[src/core/cbsw_regs.vh]
// Constants for the crossbar bus switch: register map, address decode,
// route masks and master numbering.
// Assumes one clock for all ports; the includer uses the names only.
//
// Behaviour
// - Requests come from five masters: CPU data, program fill, two DMA, host.
// - CPU data reaches peripherals, DMA registers, external memory; fill only external.
// - Five targets: on-chip memory, external memory, peripherals, audio bus, DMA regs.
// - Different masters to different targets proceed together without stalling.
// - Same-cycle contention for one target grants the best master, stalls others.
// - An owner keeps its target until its access completes.
// - High-priority DMA beats low-priority DMA on a shared target.
// - Program fill has lowest priority at the external memory target.
// - Program fill reaches external memory through a single bridge stage.
// - Each cross-domain path holds its access in a small bridge buffer.
// - CPU data bridge passes first-clock requests to second-clock targets.
// - DMA and host bridge to on-chip memory passes second to first clock.
// - Program fill bridge passes first to third clock.
// - Shared external bridge passes second to third clock.
// - Control bit 0 holds the on-chip memory bridge in reset; resets to 1.
// - Upper control bits read undefined; software writes only zeros there.
`ifndef CBSW_REGS_VH
`define CBSW_REGS_VH

`define CBSW_ADDR_BRIDGE_CTRL   32'h40000024
`define CBSW_ADDR_STATUS        32'h40000028
`define CBSW_BRIDGE_RST_BIT     0
`define CBSW_BRIDGE_RST_RESET   1'h1
`define CBSW_STAT_BUSY_LSB      0
`define CBSW_STAT_BRRST_BIT     5

`define CBSW_M_CPU              3'h0
`define CBSW_M_FILL             3'h1
`define CBSW_M_HIDMA            3'h2
`define CBSW_M_LODMA            3'h3
`define CBSW_M_HOST             3'h4

`define CBSW_T_ONCHIP           3'h0
`define CBSW_T_EXTMEM           3'h1
`define CBSW_T_PERIPH           3'h2
`define CBSW_T_AUDIO            3'h3
`define CBSW_T_DMAREG           3'h4
`define CBSW_T_NONE             3'h7

`define CBSW_MASK_CPU           5'h16
`define CBSW_MASK_FILL          5'h02
`define CBSW_MASK_OTHER         5'h1f

`endif

[src/core/cbsw_crossbar.v]
// Five-master, five-target crossbar switch with fixed-priority arbiters,
// per-target bridge stages and an APB slave for the bridge control bit.
// Assumes masters hold a request until they see done, and targets hold
// ack high for one edge once the forwarded access is finished.
//
// Implementation choice: the APB slave port.
`include "cbsw_regs.vh"

module cbsw_crossbar (
    input  wire         clk_i,        // System clock
    input  wire         rst_b_i,      // Async reset, active low
    input  wire [4:0]   mst_req_i,    // Per-master request level
    input  wire [4:0]   mst_we_i,     // Per-master write flag
    input  wire [159:0] mst_addr_i,   // Per-master byte address
    input  wire [159:0] mst_wdata_i,  // Per-master write data
    output reg  [4:0]   mst_done_o,   // Per-master completion pulse
    output reg  [4:0]   mst_err_o,    // Per-master error with done
    output reg  [159:0] mst_rdata_o,  // Per-master read data
    output reg  [4:0]   tgt_req_o,    // Per-target request level
    output reg  [4:0]   tgt_we_o,     // Per-target write flag
    output reg  [159:0] tgt_addr_o,   // Per-target address
    output reg  [159:0] tgt_wdata_o,  // Per-target write data
    input  wire [4:0]   tgt_ack_i,    // Per-target completion
    input  wire [159:0] tgt_rdata_i,  // Per-target read data
    input  wire [31:0]  paddr_i,      // APB address
    input  wire         psel_i,       // APB select
    input  wire         penable_i,    // APB enable
    input  wire         pwrite_i,     // APB write
    input  wire [31:0]  pwdata_i,     // APB write data
    output reg  [31:0]  prdata_o,     // APB read data
    output reg          pready_o,     // APB ready
    output reg          pslverr_o,    // APB error on unmapped address
    output reg          mem_bridge_reset_o // On-chip bridge held in reset
);

    reg [4:0]  tgt_busy;
    reg [4:0]  mst_busy;
    reg [2:0]  owner [0:4];
    reg        memory_bridge_reset;
    wire [2:0] dec [0:4];
    wire [4:0] legal;
    wire [24:0] cand;
    wire [24:0] hit;
    wire [2:0] win [0:4];
    reg  [31:0] next_prdata;
    integer    i;

    // Address map to target group
    function [2:0] cbsw_decode;
        input [31:0] a;
        begin
            if (a[31:28] == 4'h0 || a[31:28] == 4'h1)
                cbsw_decode = `CBSW_T_ONCHIP;
            else if (a[31:28] == 4'h8 || a[31:28] == 4'h9)
                cbsw_decode = `CBSW_T_EXTMEM;
            else if (a[31:24] >= 8'h40 && a[31:24] <= 8'h4a)
                cbsw_decode = `CBSW_T_PERIPH;
            else if (a[31:24] >= 8'h54 && a[31:24] <= 8'h56)
                cbsw_decode = `CBSW_T_AUDIO;
            else if (a[31:24] >= 8'h60 && a[31:24] <= 8'h62)
                cbsw_decode = `CBSW_T_DMAREG;
            else
                cbsw_decode = `CBSW_T_NONE;
        end
    endfunction

    // Targets each master may reach
    function [4:0] cbsw_mask;
        input integer m;
        begin
            if (m == `CBSW_M_CPU)
                cbsw_mask = `CBSW_MASK_CPU;
            else if (m == `CBSW_M_FILL)
                cbsw_mask = `CBSW_MASK_FILL;
            else
                cbsw_mask = `CBSW_MASK_OTHER;
        end
    endfunction

    // Fixed-priority pick; fill drops to last place at external memory
    function [2:0] cbsw_pick;
        input [4:0] c;
        input       ext;
        begin
            if (c[0])
                cbsw_pick = `CBSW_M_CPU;
            else if (c[1] && !ext)
                cbsw_pick = `CBSW_M_FILL;
            else if (c[2])
                cbsw_pick = `CBSW_M_HIDMA;
            else if (c[3])
                cbsw_pick = `CBSW_M_LODMA;
            else if (c[4])
                cbsw_pick = `CBSW_M_HOST;
            else
                cbsw_pick = `CBSW_M_FILL;
        end
    endfunction

    genvar g;
    genvar h;
    generate
        for (g = 0; g < 5; g = g + 1) begin : g_mst
            // One-hot target of each master; unmapped shifts out to zero
            wire [4:0] reach;
            assign reach = cbsw_mask(g);
            assign dec[g] = cbsw_decode(mst_addr_i[32*g +: 32]);
            assign hit[5*g +: 5] = 5'h01 << dec[g];
            assign legal[g] = |(reach & hit[5*g +: 5]);
        end
        for (h = 0; h < 5; h = h + 1) begin : g_tgt
            for (g = 0; g < 5; g = g + 1) begin : g_cand
                // Done masters are skipped so a finished request is not
                // granted again in the edge where the master drops it
                assign cand[5*h + g] = mst_req_i[g] && legal[g] &&
                    hit[5*g + h] && !mst_busy[g] &&
                    !mst_done_o[g] &&
                    !(h == 0 && memory_bridge_reset);
            end
            assign win[h] = cbsw_pick(cand[5*h +: 5], h == 1);
        end
    endgenerate

    // Arbitration, bridge stages and completion
    always @(posedge clk_i or negedge rst_b_i) begin
        if (!rst_b_i) begin
            tgt_busy    <= 5'h00;
            mst_busy    <= 5'h00;
            mst_done_o  <= 5'h00;
            mst_err_o   <= 5'h00;
            mst_rdata_o <= 160'h0;
            tgt_req_o   <= 5'h00;
            tgt_we_o    <= 5'h00;
            tgt_addr_o  <= 160'h0;
            tgt_wdata_o <= 160'h0;
            for (i = 0; i < 5; i = i + 1)
                owner[i] <= 3'h0;
        end else begin
            mst_done_o <= 5'h00;
            mst_err_o  <= 5'h00;
            // Unreachable target or unmapped address ends at once in error
            for (i = 0; i < 5; i = i + 1) begin
                if (mst_req_i[i] && !legal[i] && !mst_done_o[i]) begin
                    mst_done_o[i] <= 1'b1;
                    mst_err_o[i]  <= 1'b1;
                end
            end
            // Each target runs its own arbiter, so paths never block
            for (i = 0; i < 5; i = i + 1) begin
                if (tgt_busy[i]) begin
                    if (tgt_ack_i[i]) begin
                        tgt_busy[i]            <= 1'b0;
                        tgt_req_o[i]           <= 1'b0;
                        mst_busy[owner[i]]     <= 1'b0;
                        mst_done_o[owner[i]]   <= 1'b1;
                        mst_rdata_o[32*owner[i] +: 32] <=
                            tgt_rdata_i[32*i +: 32];
                    end else if (i == 0 && memory_bridge_reset) begin
                        // Bridge reset flushes its pending access
                        tgt_busy[i]            <= 1'b0;
                        tgt_req_o[i]           <= 1'b0;
                        mst_busy[owner[i]]     <= 1'b0;
                        mst_done_o[owner[i]]   <= 1'b1;
                        mst_err_o[owner[i]]    <= 1'b1;
                    end
                end else if (|cand[5*i +: 5]) begin
                    // Bridge stage: one-entry buffer per target path
                    owner[i]               <= win[i];
                    tgt_busy[i]            <= 1'b1;
                    mst_busy[win[i]]       <= 1'b1;
                    tgt_req_o[i]           <= 1'b1;
                    tgt_we_o[i]            <= mst_we_i[win[i]];
                    tgt_addr_o[32*i +: 32] <=
                        mst_addr_i[32*win[i] +: 32];
                    tgt_wdata_o[32*i +: 32] <=
                        mst_wdata_i[32*win[i] +: 32];
                end
            end
        end
    end

    // APB read mux; reserved bits read as zero
    always @* begin
        next_prdata = 32'h0;
        if (paddr_i == `CBSW_ADDR_BRIDGE_CTRL)
            next_prdata[`CBSW_BRIDGE_RST_BIT] = memory_bridge_reset;
        else if (paddr_i == `CBSW_ADDR_STATUS) begin
            next_prdata[`CBSW_STAT_BUSY_LSB +: 5] = tgt_busy;
            next_prdata[`CBSW_STAT_BRRST_BIT]     = memory_bridge_reset;
        end
    end

    // APB slave: ready in the first access cycle
    always @(posedge clk_i or negedge rst_b_i) begin
        if (!rst_b_i) begin
            memory_bridge_reset <= `CBSW_BRIDGE_RST_RESET;
            mem_bridge_reset_o  <= `CBSW_BRIDGE_RST_RESET;
            prdata_o            <= 32'h0;
            pready_o            <= 1'b0;
            pslverr_o           <= 1'b0;
        end else begin
            pready_o           <= psel_i && !penable_i;
            mem_bridge_reset_o <= memory_bridge_reset;
            if (psel_i && !penable_i) begin
                prdata_o  <= next_prdata;
                pslverr_o <= (paddr_i != `CBSW_ADDR_BRIDGE_CTRL) &&
                             (paddr_i != `CBSW_ADDR_STATUS);
            end
            if (psel_i && penable_i && pready_o && pwrite_i &&
                paddr_i == `CBSW_ADDR_BRIDGE_CTRL)
                memory_bridge_reset <= pwdata_i[`CBSW_BRIDGE_RST_BIT];
        end
    end

endmodule

[config.mk]
export PLATFORM = sky130hd
export DESIGN_NAME = cbsw_crossbar
export DESIGN_NICKNAME = d
export VERILOG_FILES = /design/src/core/cbsw_crossbar.v
export VERILOG_INCLUDE_DIRS = /design/src /design/src/core
export SDC_FILE = /design/constraint.sdc
export NUM_CORES = 2
export LEC_CHECK = 0
export ABC_AREA = 1
export BUFFER_PORTS_ARGS = -buffer_cell sky130_fd_sc_hd__buf_2
export CORE_AREA = 4 4 424 426
export CTS_BUF_LIST = sky130_fd_sc_hd__clkbuf_16
export DETAILED_ROUTE_END_ITERATION = 8
export DIE_AREA = 0 0 428 430
export PLACE_DENSITY = 0.52
export SYNTH_ARGS = -nofsm -noshare
export SYNTH_HDL_FRONTEND = slang
export SYNTH_SLANG_ARGS = --single-unit
[constraint.sdc]
create_clock -name clk_i -period 7.4 [get_ports clk_i]
set_input_delay 0.74 -clock clk_i [delete_from_list [all_inputs] [get_ports clk_i]]
set_output_delay 0.74 -clock clk_i [all_outputs]
set_load 0.1 [all_outputs]
# ---- Word level (Yosys, flattened, before mapping)
# Index checks and enable logic that the tools add are counted.
# Widths: inputs -> output; s select.
dict set report word_totals {
  inputBits 564
  output_inout_bits 535
  reg_bits 535
  wordCells 509
}
dict set report classes {
  addsub 5
  n_lt_le_gt_ge 50
  muxes 163
  eq_ne 24
  shift 25
  n_bitwise 25
  n_reduce_logical 182
}
# op n
set op_table {}
lappend op_table {{$mux 160} 10}
lappend op_table {{$shiftx 160x9->32} 10}
lappend op_table {{$bwmux 160} 5}
lappend op_table {{$shift 32x34->160 const A} 5}
lappend op_table {{$shiftx 32x34->160} 5}
lappend op_table {{$neg 8->34} 5}
lappend op_table {{$mux 5} 30}
lappend op_table {{$mux 3} 44}
lappend op_table {{$logic_and 1x1->1} 126}
lappend op_table {{$ge 8x7->1 const B} 15}
lappend op_table {{$le 8x7->1 const B} 15}
lappend op_table {{$eq 32x31->1 const B} 2}
lappend op_table {{$ne 32x31->1 const B} 2}
lappend op_table {{$mux 1} 53}
lappend op_table {{$or 5x5->5} 10}
lappend op_table {{$eq 4x4->1 const B} 10}
lappend op_table {{$lt 3x4->1 const B} 10}
lappend op_table {{$reduce_or 5->1} 8}
lappend op_table {{$demux 1 s3} 10}
lappend op_table {{$ge 3x1->1 const B} 10}
lappend op_table {{$and 5x5->5} 5}
lappend op_table {{$not 5->5} 5}
lappend op_table {{$shl 1x3->5 const A} 5}
lappend op_table {{$eq 4x1->1 const B} 5}
lappend op_table {{other kinds (12)} 69}

# ---- Longest topological paths before layout
dict set report depth {
  word_depth 38
  depth_mapped 18
}

# ---- Worst setup path after synthesis
# OpenSTA, ideal clock, no wires.
dict set report synth_timing {
  path_kind {register to register}
  from {reg owner[9] (netlist bit)}
  to {reg mst_rdata_o[146]}
  path_slack_ps 4820
  required_ps 7265
  synth_period_minus_slack_ps 2580
  arrival_time_ps 2446
  stages_incl_launch_ff 17
  cell_sequence {dfrtp_1 > inv_2 > buf_4 > ha_1 > ha_1 > inv_1 > nand2_2 > inv_2 > nand4_1 > nor2_2 > inv_2 > buf_2 > buf_2 > o211ai_1 > o21ai_0 > a21oi_1 > o32ai_1}
}
dict set report synth_between {
  elab_chain_cells 14
  word_cells_on_any_way 15
  cone_classes {add/sub: 1; shift: 2; mux: 12}
}
# element line
set synth_rtl {}
lappend synth_rtl {{from (decl)} cbsw_crossbar.v:38} ;# reg [2:0] owner [0:4];
lappend synth_rtl {{from (signal, indexed assignment)} cbsw_crossbar.v:168} ;# owner[i] <= win[i];
lappend synth_rtl {{$neg 8->34 (*)} cbsw_crossbar.v:157} ;# tgt_rdata_i[32*i +: 32];
lappend synth_rtl {{$shiftx 32x34->160 or $shift 32x34->160 (tied branches)} cbsw_crossbar.v:156} ;# mst_rdata_o[32*owner[i] +: 32] <=
lappend synth_rtl {{$bwmux 160 (*)} cbsw_crossbar.v:156}
lappend synth_rtl {{$mux 160 (*)} cbsw_crossbar.v:151} ;# if (tgt_ack_i[i]) begin
lappend synth_rtl {{$mux 160 (*)} cbsw_crossbar.v:150} ;# if (tgt_busy[i]) begin
lappend synth_rtl {{$bwmux 160} cbsw_crossbar.v:156}
lappend synth_rtl {{$mux 160} cbsw_crossbar.v:151}
lappend synth_rtl {{$mux 160 (*)} cbsw_crossbar.v:150}
lappend synth_rtl {{$bwmux 160} cbsw_crossbar.v:156}
lappend synth_rtl {{$mux 160} cbsw_crossbar.v:151}
lappend synth_rtl {{$mux 160 (*)} cbsw_crossbar.v:150}
lappend synth_rtl {{$bwmux 160} cbsw_crossbar.v:156}
lappend synth_rtl {{$mux 160} cbsw_crossbar.v:151}
lappend synth_rtl {{$mux 160 (*)} cbsw_crossbar.v:150}
lappend synth_rtl {{to (signal, indexed assignment)} cbsw_crossbar.v:156}
lappend synth_rtl {{to (decl)} cbsw_crossbar.v:18} ;# output reg [159:0] mst_rdata_o,
# Every way passes the cells marked *; elsewhere a longest branch is shown, timed or not.
# A chain may end at the register's enable or synchronous reset.

# ---- Final worst setup path
dict set report layout_timing {
  from {reg owner[12] (netlist bit)}
  to {reg mst_rdata_o[139]}
}
dict set report layout_between {
  elab_chain_cells 17
  word_cells_on_any_way 18
  cone_classes {add/sub: 1; shift: 2; mux: 15}
}
# element line
set layout_rtl {}
lappend layout_rtl {{$neg 8->34 (*)} cbsw_crossbar.v:157}
lappend layout_rtl {{$shiftx 32x34->160 or $shift 32x34->160 (tied branches)} cbsw_crossbar.v:156}
lappend layout_rtl {{$bwmux 160 (*)} cbsw_crossbar.v:156}
lappend layout_rtl {{$mux 160 (*)} cbsw_crossbar.v:151}
lappend layout_rtl {{$mux 160 (*)} cbsw_crossbar.v:150}
lappend layout_rtl {{$bwmux 160} cbsw_crossbar.v:156}
lappend layout_rtl {{$mux 160} cbsw_crossbar.v:151}
lappend layout_rtl {{$mux 160 (*)} cbsw_crossbar.v:150}
lappend layout_rtl {{$bwmux 160} cbsw_crossbar.v:156}
lappend layout_rtl {{$mux 160} cbsw_crossbar.v:151}
lappend layout_rtl {{$mux 160 (*)} cbsw_crossbar.v:150}
lappend layout_rtl {{$bwmux 160} cbsw_crossbar.v:156}
lappend layout_rtl {{$mux 160} cbsw_crossbar.v:151}
lappend layout_rtl {{$mux 160 (*)} cbsw_crossbar.v:150}
lappend layout_rtl {{$bwmux 160} cbsw_crossbar.v:156}
lappend layout_rtl {{$mux 160} cbsw_crossbar.v:151}
lappend layout_rtl {{$mux 160 (*)} cbsw_crossbar.v:150}
# Marked as above.

==> results.py <==
metrics = {
    "status": {
        "outcome": "finished, final reports clean",
    },
    "critical_path": {
        "crit_type": "reg2reg",
        "r2r-end": "mst_rdata_o[139]",
        "cp.required_ns": 7.98,
        "slowest_delay_ns": 1.07,
        "r2r_cells": 16,
        "reg2reg_from": "owner[12]",
        "worstPathCellList": "inv_1 -> ha_1 -> ha_1 -> nor2_2 -> buf_4 -> nand2_1 -> nor2_1 -> nand2_1 -> inv_2 -> nand2_1 -> o211ai_1 -> o211ai_1 -> o21ai_0 -> nand2_1 -> nand3_1 -> o31ai_1",
        "crit_path_frequent_cell": "nand2_1",
        "crit_family": "buffers and inverters",
        "critPathBufInv": 3,
        "arrival_ns": 5.64,
        "cp-start-kind": "flop",
        "end_kind": "flop",
        "crit_fanout": 54,
        "r2r_slack_ns": 2.33,
        "cp_slowest_cell": "inv_2",
    },
    "synth": {
        "synth_area_leader_cell": "dfrtp_1",
        "syn_area_um2": 41200,
        "async_flop_share": 1.00,
        "ys_seq_elements": 535,
        "synth_top_area_frac": 0.324,
        "ys.flop_type": "dfrtp_1",
        "synth_cell_types": 59,
        "synth_cells": 6573,
        "synth_area_leaders": "dfrtp_1, nand2_1, nand3_1",
        "yosysSeqAreaShare": 0.325,
        "syn_avg_cell_area_um2": 6.27,
        "synth-warning-count": 0,
        "synth_edf_count": 0,
    },
    "timing": {
        "period_needed_ns": 5.07,
        "hold_ws_ns": 0.219,
        "finalCritPeriodShare": 0.685,
        "slew_headroom": 0.139,
        "rsz0062_at_grt": "no",
        "fmaxAchievable_mhz": 197,
        "tightestPinTransition_ns": 1.28,
        "finalHoldViolCount": 0,
        "slew_viol_final": 0,
        "fin_setup_tns_ns": 0,
        "setup_viol": 0,
        "clock_skew_ns": 0.0525,
    },
    "global_routing": {
        "grt_overflow_total": 0,
        "antenna_found_initial": 85,
        "grt_pass1_vias": 51800,
        "grt_pass1_wl_um": 430000,
        "grt_max_degree": 168,
        "grt_usage": 0.329,
    },
    "placed_design": {
        "numPortBuffers": 1041,
        "gp_congestion": 1.02,
        "dp_hpwl_um": 220000,
    },
    "floorplan": {
        "initial_core_util": 0.235,
        "fp.dieArea_um2": 184000,
        "core_area_um2": 176000,
        "rows": 154,
        "dieWidth_um": 428,
        "die-height_um": 430,
        "ios": 1099,
    },
    "cts": {
        "clk_pin_slew_ns": 0.06,
        "clock_sink_count": 535,
        "htreeDepth": 3,
        "cts_resized": 0,
        "clk_latency_ns": 0.71,
        "cts_inserted_buffers": 75,
        "cts-root-buf": "clkbuf_16",
        "cts_buffer_depth": 3,
        "postCtsSetupBuffers": 0,
        "cts_tree": "built",
    },
    "cells_and_area": {
        "final_core_util": 0.290,
        "nNetsFinal": 7945,
        "multi_input_area_um2": 23500,
        "area_growth_syn_to_layout_pct": 23.7,
        "fill_cells": 19900,
        "drive_gt1_frac": 0.189,
        "seqCellArea_um2": 13400,
        "layout_common_cells": "nand2_1, buf_2, nand3_1",
        "final_common_cell": "nand2_1",
    },
    "power": {
        "p_leak_nw": 26.9,
        "p_per_area_nw_per_um2": 446,
        "power.share.combinational": 0.609,
        "irDropWorstVdd_v": 0.000405,
        "p_sw_frac": 0.637,
        "power_switching_mw": 14.5,
        "pwr-share-seq": 0.218,
        "clockPowerShare": 0.173,
        "report.power.total_mw": 22.7,
        "p_int_mw": 8.26,
    },
    "detailed_routing": {
        "routed_wirelength_um": 320000,
        "routed_via_density": 5.70,
        "antenna_left": 0,
        "drc": 0,
        "dr.pass1.iters": 7,
        "vias": 55900,
        "wl_per_cell_um": 32.6,
        "drt_iter0_markers": 8121,
    },
    "min_path": {
        "hold_path.class": "in2reg",
        "hp-start": "penable_i",
        "hold_depth": 2,
        "holdPathEnd": "pready_o",
    },
    "run": {
        "cap_viol_max_count": 0,
    },
}
[logic make-up (layout without fill, tap and decap cells)]
kind of cell / Yosys count / in the layout / synth area share
AO/OA/AOI/OAI: 1425 / 1425 / 0.199
adder cells (fa/ha/maj): 22 / 22 / 0.00668
flip-flops: 535 / 535 / 0.325
AND/OR/NAND/NOR: 3485 / 3485 / 0.354
buffers and inverters: 1084 / 1906 / 0.110
multiplexers: 21 / 21 / 0.00510
other: 1 / 82 / 0.0000910
[area by class of cell]
cell class,instances,share of cell area
Sequential cell,535,0.263
Clock inverter,63,0.0126
Antenna cell,56,0.00275
Multi-Input combinational cell,4979,0.462
Inverter,600,0.0443
Timing Repair Buffer,1168,0.122
Tap cell,2340,0.0574
Clock buffer,75,0.0368
[cells in the mapped netlist, types with 15 or more instances]
master	number
buf_6	16
o21ai_1	41
o22ai_1	100
inv_1	555
buf_4	49
nor4_1	15
a31oi_1	53
nand2_1	2086
o211ai_1	191
nand3_1	769
o31ai_1	23
buf_1	28
nor3_1	37
dfrtp_1	533
a21oi_1	331
inv_2	34
buf_2	130
clkbuf_1	261
mux2i_1	21
nor2_1	459
a22oi_1	38
o21ai_0	577
ha_1	22
nand4_1	47
[layer usage]
layer	up-vias	track usage	part of all wire
li1	23400	-	-
met1	26600	0.384	0.35
met2	4664	0.510	0.44
met3	1207	0.0800	0.11
met4	28	0.272	0.099
met5	-	0	0.00060
[how the worst max path moves through the flow]
stage,start,cells after the start,end
6_report,owner[12],16,mst_rdata_o[139]
5_1_grt,owner[12],15,mst_rdata_o[129]
4_1_cts,owner[12],15,mst_rdata_o[129]
3_5_place_dp,mst_addr_i[95],19,tgt_wdata_o[70]
3_3_place_gp,mst_addr_i[95],19,tgt_wdata_o[70]
2_1_floorplan,owner[9],16,mst_rdata_o[146]
[worst register-to-register path: cells and delay by family (launching register included)]
family | cells | cell delay (ns)
buf+inv | 3 | 1.82
simple gates | 7 | 1.15
flops | 1 | 0.99
compound gates | 4 | 0.50
fa+ha+maj | 2 | 0.48
[power groups by stage]
stage | clock network [mW] | logic [mW] | registers [mW]
floorplan | 0 | 2.90 | 11.8
global placement | 0 | 13.7 | 4.94
detailed placement | 0 | 13.7 | 4.92
CTS | 3.98 | 13.7 | 4.90
global route | 4.08 | 14.3 | 5.00
finish | 3.94 | 13.8 | 4.95
[through the flow]
stage,area [um2],setup slack (ns),instances
global route,51000,2.21,9800
detailed placement,48300,2.46,9621
finish,51000,2.33,9816
CTS,50900,2.53,9760
floorplan,41300,4.82,6598
global placement,48300,2.54,9621
[state kept, by name, indices dropped and copies added, names as in the netlist]
| name | count |
|---|---|
| mem_bridge_reset_o | 1 |
| memory_bridge_reset | 1 |
| mst_busy | 5 |
| mst_done_o | 5 |
| mst_err_o | 5 |
| mst_rdata_o | 160 |
| owner | 15 |
| prdata_o | 6 |
| pready_o | 1 |
| pslverr_o | 1 |
| tgt_addr_o | 160 |
| tgt_busy | 5 |
| tgt_req_o | 5 |
| tgt_wdata_o | 160 |
| tgt_we_o | 5 |
[what timing repair did]
action | in CTS | in global routing
hold endpoints to repair | 51 | 0
endpoints found under the setup margin | 0 | 0
hold buffers | 1 | 0
No activity file was read; power rests on OpenSTA's default activity.
